File: config.mk
export PLATFORM = sky130hd
export DESIGN_NAME = cbs_sequencer
export DESIGN_NICKNAME = d
export VERILOG_FILES = /design/src/verilog/cbs_pkg.sv /design/src/verilog/cbs_sequencer.sv
export SDC_FILE = /design/constraint.sdc
export NUM_CORES = 1
export LEC_CHECK = 0
export BUFFER_PORTS_ARGS = -buffer_cell sky130_fd_sc_hd__buf_4
export CORE_AREA = 4 4 97 99
export DETAILED_ROUTE_END_ITERATION = 8
export DIE_AREA = 0 0 101 103
export PLACE_DENSITY = 0.85
export SLEW_MARGIN = 10
export SYNTH_ARGS = -nofsm -noshare
export SYNTH_HDL_FRONTEND = slang
export SYNTH_SLANG_ARGS = --single-unit
File: constraint.sdc
create_clock -name ref_clk -period 2.1 [get_ports ref_clk]
set_input_delay 0.315 -clock ref_clk [delete_from_list [all_inputs] [get_ports ref_clk]]
set_output_delay 0.315 -clock ref_clk [all_outputs]
set_load 0.01 [all_outputs]
File: src/verilog/cbs_pkg.sv
// Constants for the bus-cycle sequencer.
// Assumes a 16-bit address bus and 8-bit data bus.
package cbs_pkg;
    localparam logic [15:0] DUMMY_ADDR = 16'hFFFF;
    localparam logic [7:0] DIRECT_PAGE = 8'h00;
    localparam logic [7:0] OP_SELF_TEST = 8'h00;
    localparam logic [7:0] OP_PAGE_Y = 8'h18;
    localparam logic [7:0] OP_PAGE_CD = 8'h1A;
    localparam logic [7:0] OP_PAGE_CPY_D = 8'hCD;
    localparam logic [7:0] OP2_LOAD_Y_IMM = 8'hEC;
    localparam logic [7:0] OP2_CMP_IMM = 8'h8C;
    localparam logic [7:0] OP2_CPD_IMM = 8'h83;
    localparam logic [7:0] OP_SUB_D_IMM = 8'h83;
    localparam logic [7:0] OP_ADD_D_IMM = 8'hC3;
    localparam logic [7:0] OP_CMP_X_IMM = 8'h8C;
    localparam logic [7:0] OP_LD_D_IMM = 8'hCC;
    localparam logic [7:0] OP_LD_S_IMM = 8'h8E;
    localparam logic [7:0] OP_LD_X_IMM = 8'hCE;
    localparam logic [7:0] OP_STORE_A_DIR = 8'h97;
    localparam logic [7:0] OP_STORE_B_DIR = 8'hD7;
    localparam logic [3:0] GRP_IMM8_A = 4'h8;
    localparam logic [3:0] GRP_IMM8_B = 4'hC;
    localparam logic [3:0] GRP_DIR8_A = 4'h9;
    localparam logic [3:0] GRP_DIR8_B = 4'hD;
    localparam logic [15:0] RESET_PC = 16'h0000;

    typedef enum logic [6:0] {
        ST_FETCH = 7'b000_0001,
        ST_PAGE2 = 7'b000_0010,
        ST_OPND = 7'b000_0100,
        ST_OPND_LO = 7'b000_1000,
        ST_DUMMY = 7'b001_0000,
        ST_DIRECT = 7'b010_0000,
        ST_TEST = 7'b100_0000
    } cbs_state_e;
endpackage : cbs_pkg

File: src/verilog/cbs_sequencer.sv
// Bus-cycle sequencer: one bus cycle per rising ref_clk edge.
// Assumes an asynchronous memory returning data_in in the same cycle as addr.
`timescale 1ns/1ps
`default_nettype none
module cbs_sequencer
    import cbs_pkg::*;
(
    input wire logic ref_clk,
    input wire logic rst,
    input wire logic [7:0] data_in,
    input wire logic [7:0] acc_a,
    input wire logic [7:0] acc_b,
    output logic [15:0] addr,
    output logic rd_wr,
    output logic [7:0] data_out,
    output logic data_oe,
    output logic [7:0] opcode,
    output logic opnd_valid,
    output logic [7:0] opnd
);
    ////////////////////////////////////////////////////////////////////
    cbs_state_e state, next_state;
    logic [15:0] pc, next_pc;
    logic [15:0] next_addr;
    logic next_rd_wr, next_data_oe, next_opnd_valid;
    logic [7:0] next_data_out, next_opcode, next_opnd;
    logic [1:0] left, next_left;
    logic dummy_end, next_dummy_end;
    logic is_store, next_is_store;
    logic [1:0] test_n, next_test_n;

    ////////////////////////////////////////////////////////////////////
    function automatic logic [15:0] inc(input logic [15:0] a);
        inc = a + 16'h0001;
    endfunction : inc

    // 8-bit arithmetic, logic, compare and load share these low nibbles
    function automatic logic is_alu8(input logic [7:0] op);
        case (op[3:0])
            4'h0, 4'h1, 4'h2, 4'h4, 4'h5, 4'h6, 4'h8, 4'h9, 4'hA,
            4'hB: begin
                is_alu8 = 1'b1;
            end
            default: begin
                is_alu8 = 1'b0;
            end
        endcase
    endfunction : is_alu8

    // Accumulator stores exist in direct mode only
    function automatic logic is_store8(input logic [7:0] op);
        is_store8 = (op == OP_STORE_A_DIR) || (op == OP_STORE_B_DIR);
    endfunction : is_store8

    ////////////////////////////////////////////////////////////////////
    // Data bus is sampled in the cycle whose address is on addr.
    always_comb begin
        next_state = state;
        next_pc = pc;
        next_addr = addr;
        next_rd_wr = 1'b1;
        next_data_out = data_out;
        next_data_oe = 1'b0;
        next_opcode = opcode;
        next_opnd_valid = 1'b0;
        next_opnd = opnd;
        next_left = left;
        next_dummy_end = dummy_end;
        next_is_store = is_store;
        next_test_n = test_n;
        case (state)
            ST_FETCH: begin
                next_opcode = data_in;
                next_pc = inc(pc);
                next_addr = inc(pc);
                next_dummy_end = 1'b0;
                next_is_store = 1'b0;
                next_state = ST_OPND;
                next_left = 2'd0;
                if (data_in == OP_SELF_TEST) begin
                    next_test_n = 2'd0;
                    next_state = ST_TEST;
                end else if (data_in == OP_PAGE_Y || data_in == OP_PAGE_CD
                        || data_in == OP_PAGE_CPY_D) begin
                    next_state = ST_PAGE2;
                end else if (data_in == OP_LD_D_IMM || data_in == OP_LD_S_IMM
                        || data_in == OP_LD_X_IMM) begin
                    next_left = 2'd1;
                end else if (data_in == OP_ADD_D_IMM
                        || data_in == OP_SUB_D_IMM
                        || data_in == OP_CMP_X_IMM) begin
                    next_left = 2'd1;
                    next_dummy_end = 1'b1;
                end else if ((data_in[7:4] == GRP_DIR8_A
                        || data_in[7:4] == GRP_DIR8_B)
                        && (is_alu8(data_in) || is_store8(data_in))) begin
                    next_state = ST_DIRECT;
                    next_is_store = is_store8(data_in);
                end else if ((data_in[7:4] == GRP_IMM8_A
                        || data_in[7:4] == GRP_IMM8_B)
                        && is_alu8(data_in)) begin
                    next_left = 2'd0;
                end else begin
                    // Other opcodes belong to other sequencers; skip them
                    next_state = ST_FETCH;
                end
            end
            ST_PAGE2: begin
                next_opcode = data_in;
                next_pc = inc(pc);
                next_addr = inc(pc);
                next_left = 2'd1;
                next_state = ST_OPND;
                next_dummy_end = (data_in == OP2_CMP_IMM)
                    || (data_in == OP2_CPD_IMM);
                if (!(data_in == OP2_LOAD_Y_IMM || next_dummy_end)) begin
                    next_state = ST_FETCH;
                end
            end
            ST_OPND: begin
                next_opnd = data_in;
                next_opnd_valid = 1'b1;
                next_pc = inc(pc);
                next_addr = inc(pc);
                if (left != 2'd0) begin
                    next_left = left - 2'd1;
                end else if (dummy_end) begin
                    next_addr = DUMMY_ADDR;
                    next_state = ST_DUMMY;
                end else begin
                    next_state = ST_FETCH;
                end
            end
            ST_DUMMY: begin
                next_addr = pc;
                next_state = ST_FETCH;
            end
            ST_DIRECT: begin
                next_addr = {DIRECT_PAGE, data_in};
                if (is_store) begin
                    next_pc = inc(pc);
                    next_rd_wr = 1'b0;
                    next_data_oe = 1'b1;
                    next_data_out = opcode[6] ? acc_b : acc_a;
                    next_state = ST_DUMMY;
                end else begin
                    // Pc stays put: the operand cycle steps it past
                    // operand read
                    next_state = ST_OPND;
                    next_left = 2'd0;
                    next_dummy_end = 1'b0;
                end
            end
            ST_TEST: begin
                if (test_n == 2'd0) begin
                    next_test_n = 2'd1;
                end else begin
                    next_addr = inc(addr);
                end
            end
            default: begin
                next_state = ST_FETCH;
            end
        endcase
        // Last operand read hands over to the next opcode unless dummy_end sends it to ST_DUMMY first
        if (state == ST_OPND && next_state == ST_FETCH) begin
            next_addr = inc(pc);
        end
    end

    ////////////////////////////////////////////////////////////////////
    // Reset parks the bus on an opcode fetch at RESET_PC
    always_ff @(posedge ref_clk or posedge rst) begin
        if (rst) begin
            state <= ST_FETCH;
            pc <= RESET_PC;
            addr <= RESET_PC;
            rd_wr <= 1'b1;
            data_out <= 8'h00;
            data_oe <= 1'b0;
            opcode <= 8'h00;
            opnd_valid <= 1'b0;
            opnd <= 8'h00;
            left <= 2'd0;
            dummy_end <= 1'b0;
            is_store <= 1'b0;
            test_n <= 2'd0;
        end else begin
            state <= next_state;
            pc <= next_pc;
            addr <= next_addr;
            rd_wr <= next_rd_wr;
            data_out <= next_data_out;
            data_oe <= next_data_oe;
            opcode <= next_opcode;
            opnd_valid <= next_opnd_valid;
            opnd <= next_opnd;
            left <= next_left;
            dummy_end <= next_dummy_end;
            is_store <= next_is_store;
            test_n <= next_test_n;
        end
    end
endmodule : cbs_sequencer
`default_nettype wire

==> results.txt, run 1 <==
----------------------------------------------------
[Yosys]
  Gate count of the mapped netlist ... 482
  Proportion of register bits with asynchronous set or reset after synthesis ... 100%
  Main area contributors after synthesis ... dfrtp_1, nand2_1, xor2_1, o21ai_0, xnor2_1
  Cell taking the most area after synthesis ... dfrtp_1
  Leading cell type by number of instances after synthesis ... dfrtp_1
  Portion of synthesized cell area occupied by the leading cell type ... 39.8%
  #FFs+latches synth ... 71
  Post-synthesis cell type count ... 66
  Commonest cells in the netlist ... dfrtp_1, nand2_1, nor2_1
  Top flip-flop cell by instance count after synthesis ... dfrtp_1
  Synthesized area per cell ... 9.01 um^2
  Number of warnings printed during yosys synthesis ... 0
  Number of flops mapped to enable cells by yosys ... 0
  Share of synthesized area occupied by flip-flops and latches ... 41.0%
  Mapped Nets ... 511
  Post-synthesis instance area ... 4340 um^2

[Die]
  Initial standard-cell utilization of the core ... 50.8%
  Core outline area ... 8550 um^2
  Die area ... 10400 um^2
  Vertical die dimension ... 103 um
  X dimension of the die ... 101 um
  Top Ports ... 69
  Count of standard-cell rows ... 34

[Timing]
  Maximum achievable frequency ... 0.484 GHz
  Final Worst Setup Slack ... 35.6 ps
  Final worst-path cycle share ... 98.3%
  Total Neg Setup Slack ... 0 ps
  Post-layout min period ... 2060 ps
  Final Setup Violations ... 0
  Clock Skews ... 9.51 ps
  Worst Max-Slew Pin Slew ... 594 ps
  Endpoints failing hold ... 12
  Fin. max-slew vios ... 0
  Hold WS ... -4.32 ps
  Max-slew headroom at the worst pin ... 60.4%

[Clocking]
  Number of buffers on the longest clock path ... 2
  TritonCTS clock tree ... built
  Hold Buf Count CTS ... 0
  Number of levels in the clock H-tree ... 3
  Clock Latency Late Sink ... 350 ps
  Cell chosen for the clock root ... clkbuf_8
  Clock transition at the register clock pins on the worst setup and hold paths after CTS ... 80 ps
  TritonCTS Buffers ... 9
  Number of clock sinks seen by CTS ... 71

[Detailed routing]
  Routed vias ... 4230
  Detailed-route DRC error count ... 0
  Wirelength per Cell ... 18.3 um
  Number of routed nets with antenna violations ... 0
  Number of DRC markers in iteration 0 ... 432
  Post-detailed-route via-to-cell ratio ... 6.11
  Wire length reported by the detailed router ... 12700 um
  Pre-Repair DR Iteration Count ... 5

[Placed design]
  Worst-case setup slack after placement ... 26.5 ps
  Routability congestion estimate ... 0.955
  Number of port buffers ... 68
  Detailed placement HPWL ... 9400 um
  Total instance count after detailed placement ... 672

[GRT]
  Antenna violations before repair ... 0
  Pin count of the biggest net entering global routing ... 52
  Wire length of the first global-routing pass ... 19900 um
  All-Layer GR Usage ... 24.2%
  Via count of the first global-routing pass ... 3985
  Sum of overflow across all layers after global routing ... 0

[Worst setup path]
  Setup CP Type ... flop to flop
  Path depth of the worst reg2reg path ... 6
  Crit path launch type ... flop
  Top fanout value on the critical path ... 6
  Data arrival time of the critical path ... 2290 ps
  Kind of end point of the critical path ... flop
  Endpoint required time on the critical path ... 2330 ps

[Power and ir drop]
  Largest vdd supply drop ... 487 uV
  Static power due to leakage ... 2.48 nW
  Cell Pwr Density ... 730 nW/um^2

[Flow run]
  Max Cap Viol ... 0

[Layout]
  Area Growth Syn to Fin ... 26.7%
  Non-filler instance count after layout ... 692
  Fin util ... 64.4%
  Ratio of cells with drive above 1 in the final layout ... 30.7%
  Number of antenna diodes ... 0
  Number of nets in the layout ... 608

[Hold path]
  Min-delay worst type ... primary input to async pin

[Run status]
  Run status ... finished, violations left
  Failing checks ... hold timing

----------------------------------------------------
-- metrics by stage --
step | total power [mW] | area, um^2
5_1_grt | 4.23 | 5500
3_5_place_dp | 2.91 | 5200
3_3_place_gp | 2.87 | 5200
6_report | 4.02 | 5500
4_1_cts | 3.98 | 5390
2_1_floorplan | 2.38 | 4350
-- metal layers --
layer	vias to the layer above	GRT usage (%)	wire, um	part of all wire, %
li1	1935	-	-	-
met1	2038	33.5	5200	41
met2	227	38.2	6090	48
met3	30	4.94	1060	8.3
met4	0	7.67	309	2.4
met5	-	0	0	0
-- final timing paths --
| path | start | slack [ps] | end |
|---|---|---|---|
| hold reg to reg | data_out[4] | 490 | data_out[4] |
| hold / removal | rst | -4 | addr[2] |
| max in group asynchronous | rst | 1450 | state[0] |
| min in group ref_clk | data_in[5] | 240 | opnd[5] |
| setup reg to reg | pc[2] | 40 | addr[13] |
| setup / recovery | pc[2] | 40 | addr[13] |
-- repair_timing --
action,in CTS,in global routing
buffers inserted,0,3
gates resized for setup,0,25
setup endpoints to repair,0,20
-- state kept, by name, indices dropped and copies added (netlist names), 2 cells and up --
signal,cells
data_out,8
opcode,8
state,7
pc,16
opnd,8
addr,16
left,2
-- critical path, cell delays in order, from the launching register on --
cell	delay (ps)
dfrtp_1	470
nand4_1	200
buf_4	200
or4_4	550
a21o_1	190
a21oi_1	200
a31oi_1	120
-- logic make-up after synthesis --
| family | Yosys count | share of synthesized area (%) |
|---|---|---|
| and+or+nand+nor | 197 | 23.6 |
| AOI/OAI and AO/OA | 109 | 17.1 |
| DFF | 71 | 41.0 |
| xor gates and xnor gates | 42 | 8.47 |
| buffers and inverters | 40 | 4.21 |
| muxes | 19 | 4.67 |
| adders and majority gates | 3 | 0.864 |
| other | 1 | 0.0863 |
-- power by group --
| part | leakage (nW) | internal [mW] | switching (mW) |
|---|---|---|---|
| Sequential | 0.857 | 1.56 | 0.242 |
| Combinational | 1.53 | 0.570 | 0.577 |
| Clock | 0.0960 | 0.544 | 0.528 |
| Total | 2.48 | 2.67 | 1.35 |
-- cells in the final DEF, fill, tap and decap left out, types with 6 or more instances in the layout --
| cell type | n |
|---|---|
| a21oi_1 | 14 |
| clkbuf_8 | 9 |
| dfrtp_1 | 63 |
| and3_1 | 8 |
| nand4_1 | 6 |
| nand2b_1 | 6 |
| nor2_1 | 30 |
| a22oi_1 | 8 |
| nand2_1 | 67 |
| xnor2_1 | 16 |
| inv_1 | 9 |
| o21ai_0 | 29 |
| dfrtp_2 | 6 |
| mux2i_1 | 9 |
| mux2_2 | 10 |
| nor3_1 | 10 |
| buf_4 | 112 |
| nand3_1 | 24 |
| xor2_1 | 25 |
-- final cells by class --
type | count | area (um^2)
timing repair buffer | 114 | 881
sequential | 71 | 1790
fill | 693 | 3050
clock buffer | 10 | 128
multi-input combinational | 372 | 2470
clock inverter | 6 | 61.3
inverter | 11 | 45.0
tap | 108 | 135
Power figures use the tool's default switching activity.
==> run 2: changes to the inputs <==
--- a/config.mk
+++ b/config.mk
@@ -5,7 +5,7 @@
 export SDC_FILE = /design/constraint.sdc
 export NUM_CORES = 1
 export LEC_CHECK = 0
-export BUFFER_PORTS_ARGS = -buffer_cell sky130_fd_sc_hd__buf_4
+export BUFFER_PORTS_ARGS = -buffer_cell sky130_fd_sc_hd__buf_2
 export CORE_AREA = 4 4 97 99
 export DETAILED_ROUTE_END_ITERATION = 8
 export DIE_AREA = 0 0 101 103
==> results.txt, run 2 (synthesis gave the netlist of run 1 again) <==
----------------------------------------------------
[Die]
  X dimension of the die ... 101 um (unchanged)
  Vertical die dimension ... 103 um (unchanged)
  Top Ports ... 69 (unchanged)
  Initial standard-cell utilization of the core ... 50.8% (unchanged)
  Core outline area ... 8550 um^2 (unchanged)
  Count of standard-cell rows ... 34 (unchanged)
  Die area ... 10400 um^2 (unchanged)

[Placed design]
  Worst-case setup slack after placement ... 23.4 ps (was 26.5 ps)
  Detailed placement HPWL ... 9300 um (was 9400 um)
  Routability congestion estimate ... 0.948 (was 0.955)
  Number of port buffers ... 68 (unchanged)

[Timing]
  Final worst-path cycle share ... 99.5% (was 98.3%)
  Clock Skews ... 12.8 ps (was 9.51 ps)
  Final Setup Violations ... 0 (unchanged)
  Endpoints failing hold ... 0 (was 12)
  Maximum achievable frequency ... 0.479 GHz (was 0.484 GHz)
  Worst Max-Slew Pin Slew ... 581 ps (was 594 ps)
  Max-slew headroom at the worst pin ... 61.3% (was 60.4%)
  Post-layout min period ... 2090 ps (was 2060 ps)
  Fin. max-slew vios ... 0 (unchanged)
  Unrepaired setup endpoints after global routing ... yes
  Final Worst Setup Slack ... 10.5 ps (was 35.6 ps)
  Hold WS ... 242 ps (was -4.32 ps)

[Clocking]
  TritonCTS Buffers ... 9 (unchanged)
  Number of levels in the clock H-tree ... 3 (unchanged)
  Number of buffers on the longest clock path ... 2 (unchanged)
  Cell chosen for the clock root ... clkbuf_8 (unchanged)
  TritonCTS clock tree ... built (unchanged)
  Clock transition at the register clock pins on the worst setup and hold paths after CTS ... 90 ps (was 80 ps)
  Clock Latency Late Sink ... 360 ps (was 350 ps)
  Number of clock sinks seen by CTS ... 71 (unchanged)

[Worst setup path]
  Kind of cell adding the most delay to the critical path ... simple AND/OR/NAND/NOR gates (unchanged)
  Cells traversed along the worst timing path ... buf_12, or3_4, or3_4, a21oi_2, mux2_2 (was nand4_1, buf_4, or4_4, a21o_1, a21oi_1, a31oi_1)
  Cell repeated most along the worst path ... or3_4
  Setup CP Type ... flop to flop (unchanged)
  Kind of end point of the critical path ... flop (unchanged)
  Data arrival time of the critical path ... 2330 ps (was 2290 ps)
  Endpoint required time on the critical path ... 2350 ps (was 2330 ps)
  Count of buffering cells on the critical path with inverters included ... 1 (unchanged)
  Top fanout value on the critical path ... 5 (was 6)
  Crit path launch type ... flop (unchanged)
  Slowest Stage Delay on Critical Path ... 460 ps (was 550 ps)
  Slowest library cell on the worst path ... dfrtp_2 (was or4_4)

[Run status]
  Run status ... finished, final reports clean (was finished, violations left)

[GRT]
  Via count of the first global-routing pass ... 4144 (was 3985)
  Pin count of the biggest net entering global routing ... 34 (was 52)
  Antenna violations before repair ... 0 (unchanged)
  All-Layer GR Usage ... 24.3% (was 24.2%)
  Sum of overflow across all layers after global routing ... 0 (unchanged)
  Wire length of the first global-routing pass ... 20200 um (was 19900 um)

[Power and ir drop]
  Largest vdd supply drop ... 461 uV (was 487 uV)
  Cell Pwr Density ... 743 nW/um^2 (was 730 nW/um^2)
  Static power due to leakage ... 2.48 nW (about the same)

[Layout]
  Area Growth Syn to Fin ... 26.1% (was 26.7%)
  Number of nets in the layout ... 618 (was 608)
  Leading cell type in the layout, fill and taps excluded ... buf_2 (was buf_4)
  Largest registers in the final layout ... addr x16, pc x16 (unchanged)
  Highest-count cells in the layout ignoring fill and taps ... buf_2, nand2_1, dfrtp_1, buf_4, nor2_1 (was buf_4, nand2_1, dfrtp_1, nor2_1, o21ai_0)
  Ratio of cells with drive above 1 in the final layout ... 32.2% (was 30.7%)
  Number of antenna diodes ... 0 (unchanged)

[Detailed routing]
  Number of routed nets with antenna violations ... 0 (unchanged)
  Pre-Repair DR Iteration Count ... 5 (unchanged)
  Wire length reported by the detailed router ... 12500 um (was 12700 um)
  Routed vias ... 4200 (was 4230)
  Post-detailed-route via-to-cell ratio ... 5.98 (was 6.11)
  Number of DRC markers in iteration 0 ... 295 (was 432)
  Wirelength per Cell ... 17.8 um (was 18.3 um)
  Detailed-route DRC error count ... 0 (unchanged)

[Hold path]
  Min-delay worst type ... primary input to flop (was primary input to async pin)

[Flow run]
  Max Cap Viol ... 0 (unchanged)

----------------------------------------------------
## run 2: final timing paths
kind	from	to	slack, ps	cells past startpoint
max in group asynchronous	rst	pc[6]	990	4
min	acc_a[2]	data_out[2]	240	3
min in group asynchronous	rst	data_out[5]	520	3
max reg2reg	state[4]	opcode[2]	10	5
max	state[4]	opcode[2]	10	5
min reg2reg	data_out[2]	data_out[2]	480	2
## run 2: power by group
part | total, mW | switching [mW] | internal [mW]
logic | 1.16 | 0.625 | 0.538
clock network | 1.14 | 0.582 | 0.563
registers | 1.76 | 0.208 | 1.55
total | 4.07 | 1.42 | 2.66
## run 2: cell type report
| cell class | count | area [um^2] |
|---|---|---|
| Clock buffer | 9 | 124 |
| Clock inverter | 7 | 80.1 |
| Fill cell | 689 | 3070 |
| Inverter | 11 | 47.5 |
| Multi-Input combinational cell | 373 | 2490 |
| Sequential cell | 71 | 1790 |
| Tap cell | 108 | 135 |
| Timing Repair Buffer | 123 | 818 |
## run 2: worst reg2reg max path, delay by kind of cell, from the launching register on
| kind | cells | cell delay [ps] |
|---|---|---|
| AND/OR/NAND/NOR | 2 | 760 |
| flip-flops | 1 | 460 |
| buffers and inverters | 1 | 150 |
| multiplexers | 1 | 370 |
| AO/OA/AOI/OAI | 1 | 240 |
## run 2: through the flow
step / instance area [um^2] / std cells / TNS [ps] / utilization, % / power, mW
2_1_floorplan: 4350 / 482 / 0 / - / 2.38
3_3_place_gp: 5110 / 679 / 0 / 59.7 / 2.82
3_5_place_dp: 5110 / 679 / 0 / 59.7 / 2.88
4_1_cts: 5320 / 696 / 0 / 62.2 / 4.03
5_1_grt: 5480 / 702 / -203 / 64.0 / 4.28
6_report: 5480 / 702 / 0 / 64.0 / 4.07
## run 2: routing by layer
metal  share of wire, %  GRT usage (%)
met2                 49           39.9
met4                2.6           11.0
met5                  0              0
met3                7.1           3.79
met1                 42           31.9
## run 2: what timing repair did
action,CTS,global route
pin swaps,0,7
hold buffers,1,0
endpoints found under the setup margin,2,33
resized for setup,2,29
buffers inserted,0,4
gates cloned,0,2
hold endpoints to repair,13,0
==> run 3: changes to the inputs <==
--- a/config.mk
+++ b/config.mk
@@ -5,10 +5,11 @@
 export SDC_FILE = /design/constraint.sdc
 export NUM_CORES = 1
 export LEC_CHECK = 0
+export ABC_AREA = 1
 export BUFFER_PORTS_ARGS = -buffer_cell sky130_fd_sc_hd__buf_2
-export CORE_AREA = 4 4 97 99
+export CORE_AREA = 4 4 99 101
 export DETAILED_ROUTE_END_ITERATION = 8
-export DIE_AREA = 0 0 101 103
+export DIE_AREA = 0 0 103 105
 export PLACE_DENSITY = 0.85
 export SLEW_MARGIN = 10
 export SYNTH_ARGS = -nofsm -noshare
==> results.txt, run 3 <==
----------------------------------------------------
[Run status]
  Run status ... finished, final reports clean (unchanged)

[Worst setup path]
  Cells traversed along the worst timing path ... nor2_2, nand2_4, inv_4, nand2_4, nand2_4, nor2_8, nand2_2, o21ai_2, buf_4, nand2_1, nand2_1 (was buf_12, or3_4, or3_4, a21oi_2, mux2_2)
  Crit path launch type ... flop (unchanged)
  Data arrival time of the critical path ... 2190 ps (was 2330 ps)
  Kind of cell adding the most delay to the critical path ... simple AND/OR/NAND/NOR gates (unchanged)
  Count of buffering cells on the critical path with inverters included ... 2 (was 1)
  Cell repeated most along the worst path ... nand2_4 (was or3_4)
  Kind of end point of the critical path ... flop (unchanged)
  Slowest Stage Delay on Critical Path ... 580 ps (was 460 ps)
  Endpoint required time on the critical path ... 2390 ps (was 2350 ps)
  Top fanout value on the critical path ... 12 (was 5)
  Setup CP Type ... flop to flop (unchanged)
  Slowest library cell on the worst path ... dfstp_2 (was dfrtp_2)

[Power and ir drop]
  Static power due to leakage ... 2.82 nW (was 2.48 nW)
  Cell Pwr Density ... 781 nW/um^2 (was 743 nW/um^2)
  Largest vdd supply drop ... 376 uV (was 461 uV)
  Final total power ... 4.10 mW (was 4.07 mW)

[Clocking]
  TritonCTS Buffers ... 9 (unchanged)
  Cell chosen for the clock root ... clkbuf_8 (unchanged)
  TritonCTS clock tree ... built (unchanged)
  Number of levels in the clock H-tree ... 3 (unchanged)
  Number of buffers on the longest clock path ... 2 (unchanged)
  Clock transition at the register clock pins on the worst setup and hold paths after CTS ... 80 ps (was 90 ps)
  Clock Latency Late Sink ... 360 ps (about the same)
  Post CTS Setup Buffer Count ... 0 (unchanged)
  Number of clock sinks seen by CTS ... 71 (unchanged)

[Detailed routing]
  Number of DRC markers in iteration 0 ... 415 (was 295)
  Routed vias ... 4494 (was 4200)
  Wirelength per Cell ... 13.2 um (was 17.8 um)
  Wire length reported by the detailed router ... 11500 um (was 12500 um)
  Detailed-route DRC error count ... 0 (unchanged)
  Post-detailed-route via-to-cell ratio ... 5.17 (was 5.98)
  Pre-Repair DR Iteration Count ... 6 (was 5)
  Number of routed nets with antenna violations ... 0 (unchanged)

[Timing]
  Clock Skews ... 11.4 ps (was 12.8 ps)
  Final worst-path cycle share ... 90.3% (was 99.5%)
  Endpoints failing hold ... 0 (unchanged)
  Post-layout min period ... 1900 ps (was 2090 ps)
  Total Neg Setup Slack ... 0 ps (unchanged)
  Final Setup Violations ... 0 (unchanged)
  Maximum achievable frequency ... 0.527 GHz (was 0.479 GHz)
  Unrepaired setup endpoints after global routing ... no (was yes)
  Fin. max-slew vios ... 0 (unchanged)
  Max-slew headroom at the worst pin ... 64.5% (was 61.3%)
  Worst Max-Slew Pin Slew ... 533 ps (was 581 ps)

[Yosys]
  Number of flops mapped to enable cells by yosys ... 0 (unchanged)
  Top flip-flop cell by instance count after synthesis ... dfrtp_1 (unchanged)
  Synthesized area per cell ... 6.69 um^2 (was 9.01 um^2)
  Number of warnings printed during yosys synthesis ... 0 (unchanged)
  Main area contributors after synthesis ... dfrtp_1, nand2_1, o21ai_0, inv_1, nand3_1 (was dfrtp_1, nand2_1, xor2_1, o21ai_0, xnor2_1)
  Leading cell type by number of instances after synthesis ... nand2_1 (was dfrtp_1)
  Post-synthesis instance area ... 4550 um^2 (was 4340 um^2)
  Commonest cells in the netlist ... nand2_1, inv_1, dfrtp_1 (was dfrtp_1, nand2_1, nor2_1)
  #FFs+latches synth ... 71 (unchanged)
  Post-synthesis cell type count ... 36 (was 66)
  Share of synthesized area occupied by flip-flops and latches ... 39.1% (was 41.0%)
  Gate count of the mapped netlist ... 680 (was 482)
  Cell taking the most area after synthesis ... dfrtp_1 (unchanged)
  Mapped Nets ... 709 (was 511)
  Portion of synthesized cell area occupied by the leading cell type ... 37.9% (was 39.8%)
  Proportion of register bits with asynchronous set or reset after synthesis ... 100% (unchanged)

[GRT]
  All-Layer GR Usage ... 22.1% (was 24.3%)
  Via count of the first global-routing pass ... 4057 (was 4144)
  Pin count of the biggest net entering global routing ... 55 (was 34)
  Antenna violations before repair ... 0 (unchanged)
  Sum of overflow across all layers after global routing ... 0 (unchanged)
  Wire length of the first global-routing pass ... 19200 um (was 20200 um)

[Layout]
  Highest-count cells in the layout ignoring fill and taps ... nand2_1, inv_1, dfrtp_1, nor2_1, buf_2 (was buf_2, nand2_1, dfrtp_1, buf_4, nor2_1)
  Number of antenna diodes ... 0 (unchanged)
  Largest registers in the final layout ... addr x16, pc x16 (unchanged)
  Area Growth Syn to Fin ... 15.5% (was 26.1%)
  Leading cell type in the layout, fill and taps excluded ... nand2_1 (was buf_2)
  Fin util ... 58.3% (was 64.0%)
  Sequential cell area ... 1780 um^2 (was 1790 um^2)
  Filler Cell Count ... 837 (was 689)
  Footprint of the multi-input gates ... 2330 um^2 (was 2490 um^2)
  Number of nets in the layout ... 783 (was 618)
  Ratio of cells with drive above 1 in the final layout ... 17.8% (was 32.2%)
  Post-route cell area ... 5260 um^2 (was 5480 um^2)

[Hold path]
  Min-delay worst type ... primary input to flop (unchanged)

[Die]
  X dimension of the die ... 103 um (was 101 um)
  Count of standard-cell rows ... 35 (was 34)
  Top Ports ... 69 (unchanged)
  Initial standard-cell utilization of the core ... 50.5% (was 50.8%)
  Die area ... 10800 um^2 (was 10400 um^2)
  Core outline area ... 9020 um^2 (was 8550 um^2)
  Vertical die dimension ... 105 um (was 103 um)

[Placed design]
  Number of port buffers ... 68 (unchanged)
  Routability congestion estimate ... 0.942 (was 0.948)
  Detailed placement HPWL ... 8650 um (was 9300 um)
  Instance area after placement ... 5040 um^2 (was 5110 um^2)

[Flow run]
  Max Cap Viol ... 0 (unchanged)

----------------------------------------------------
[run 3: cell types whose count changed after synthesis, moves of 8 or more]
| cell | delta |
|---|---|
| a21oi_1 | -8 |
| xnor2_1 | -14 |
| inv_2 | +10 |
| mux2i_1 | -9 |
| xor2_1 | -22 |
| o21ai_0 | +33 |
| nand3_1 | +35 |
| nor2_1 | +35 |
| o21bai_1 | +8 |
| and3_1 | -8 |
| inv_1 | +71 |
| nand2_1 | +163 |
| mux2_2 | -10 |
[run 3: cells by family after synthesis]
logic type | after synthesis | share of synthesized area, %
AND/OR/NAND/NOR | 401 | 38.3
AO/OA/AOI/OAI | 89 | 10.8
XOR/XNOR | 6 | 1.15
other | 1 | 0.0824
flip-flops | 71 | 39.1
buffers and inverters | 109 | 9.70
adder cells (fa/ha/maj) | 3 | 0.825
[run 3: report_power, final]
part / total [mW] / internal [mW] / switching [mW]
clock: 1.10 / 0.554 / 0.544
combinational: 1.18 / 0.447 / 0.730
sequential: 1.83 / 1.59 / 0.238
[run 3: path summary, 6_finish.rpt]
check,cells past startpoint,start,end,slack (ps)
hold / removal,3,acc_a[3],data_out[3],250
setup reg to reg,11,state[0],addr[7],200
hold reg to reg,2,data_out[3],data_out[3],480
max in group asynchronous,4,rst,state[0],950
min in group asynchronous,3,rst,addr[9],510
setup / recovery,11,state[0],addr[7],200
[run 3: cell type report]
type                            instances  share of cell area, %
Clock buffer                           10                   2.43
Clock inverter                          6                   1.33
Inverter                               93                   6.85
Multi-Input combinational cell        500                   44.3
Sequential cell                        71                   33.8
Tap cell                              111                   2.64
Timing Repair Buffer                   79                   8.57
[run 3: per-layer routing]
layer | track usage, % | vias to the layer above | part of all wire [%]
li1 | - | 2297 | -
met1 | 32.7 | 2003 | 46
met2 | 33.0 | 174 | 44
met3 | 3.60 | 20 | 7.3
met4 | 6.94 | 0 | 2.0
met5 | 0 | - | 0
[run 3: through the flow]
| stage | hold WS [ps] | setup slack (ps) | instances |
|---|---|---|---|
| after detailed placement | 339 | 153 | 853 |
| after global placement | 337 | 217 | 853 |
| after CTS | 252 | 123 | 870 |
| after floorplan | 464 | 502 | 680 |
| final | 253 | 204 | 870 |
| after global routing | 267 | 34.2 | 870 |
[run 3: what timing repair did]
item                                    in CTS  in global routing
gates resized for setup                      0                  3
endpoints found under the hold margin       17                  0
hold buffers                                 1                  0
endpoints found under the setup margin       0                  9
[run 3: worst register-to-register path, stage by stage, from the launching register on]
cell and delay, ps:
dfstp_2 580, nor2_2 70, nand2_4 100, inv_4 60, nand2_4 90, nand2_4 90, nor2_8 170, nand2_2 70
o21ai_2 210, buf_4 260, nand2_1 70, nand2_1 60
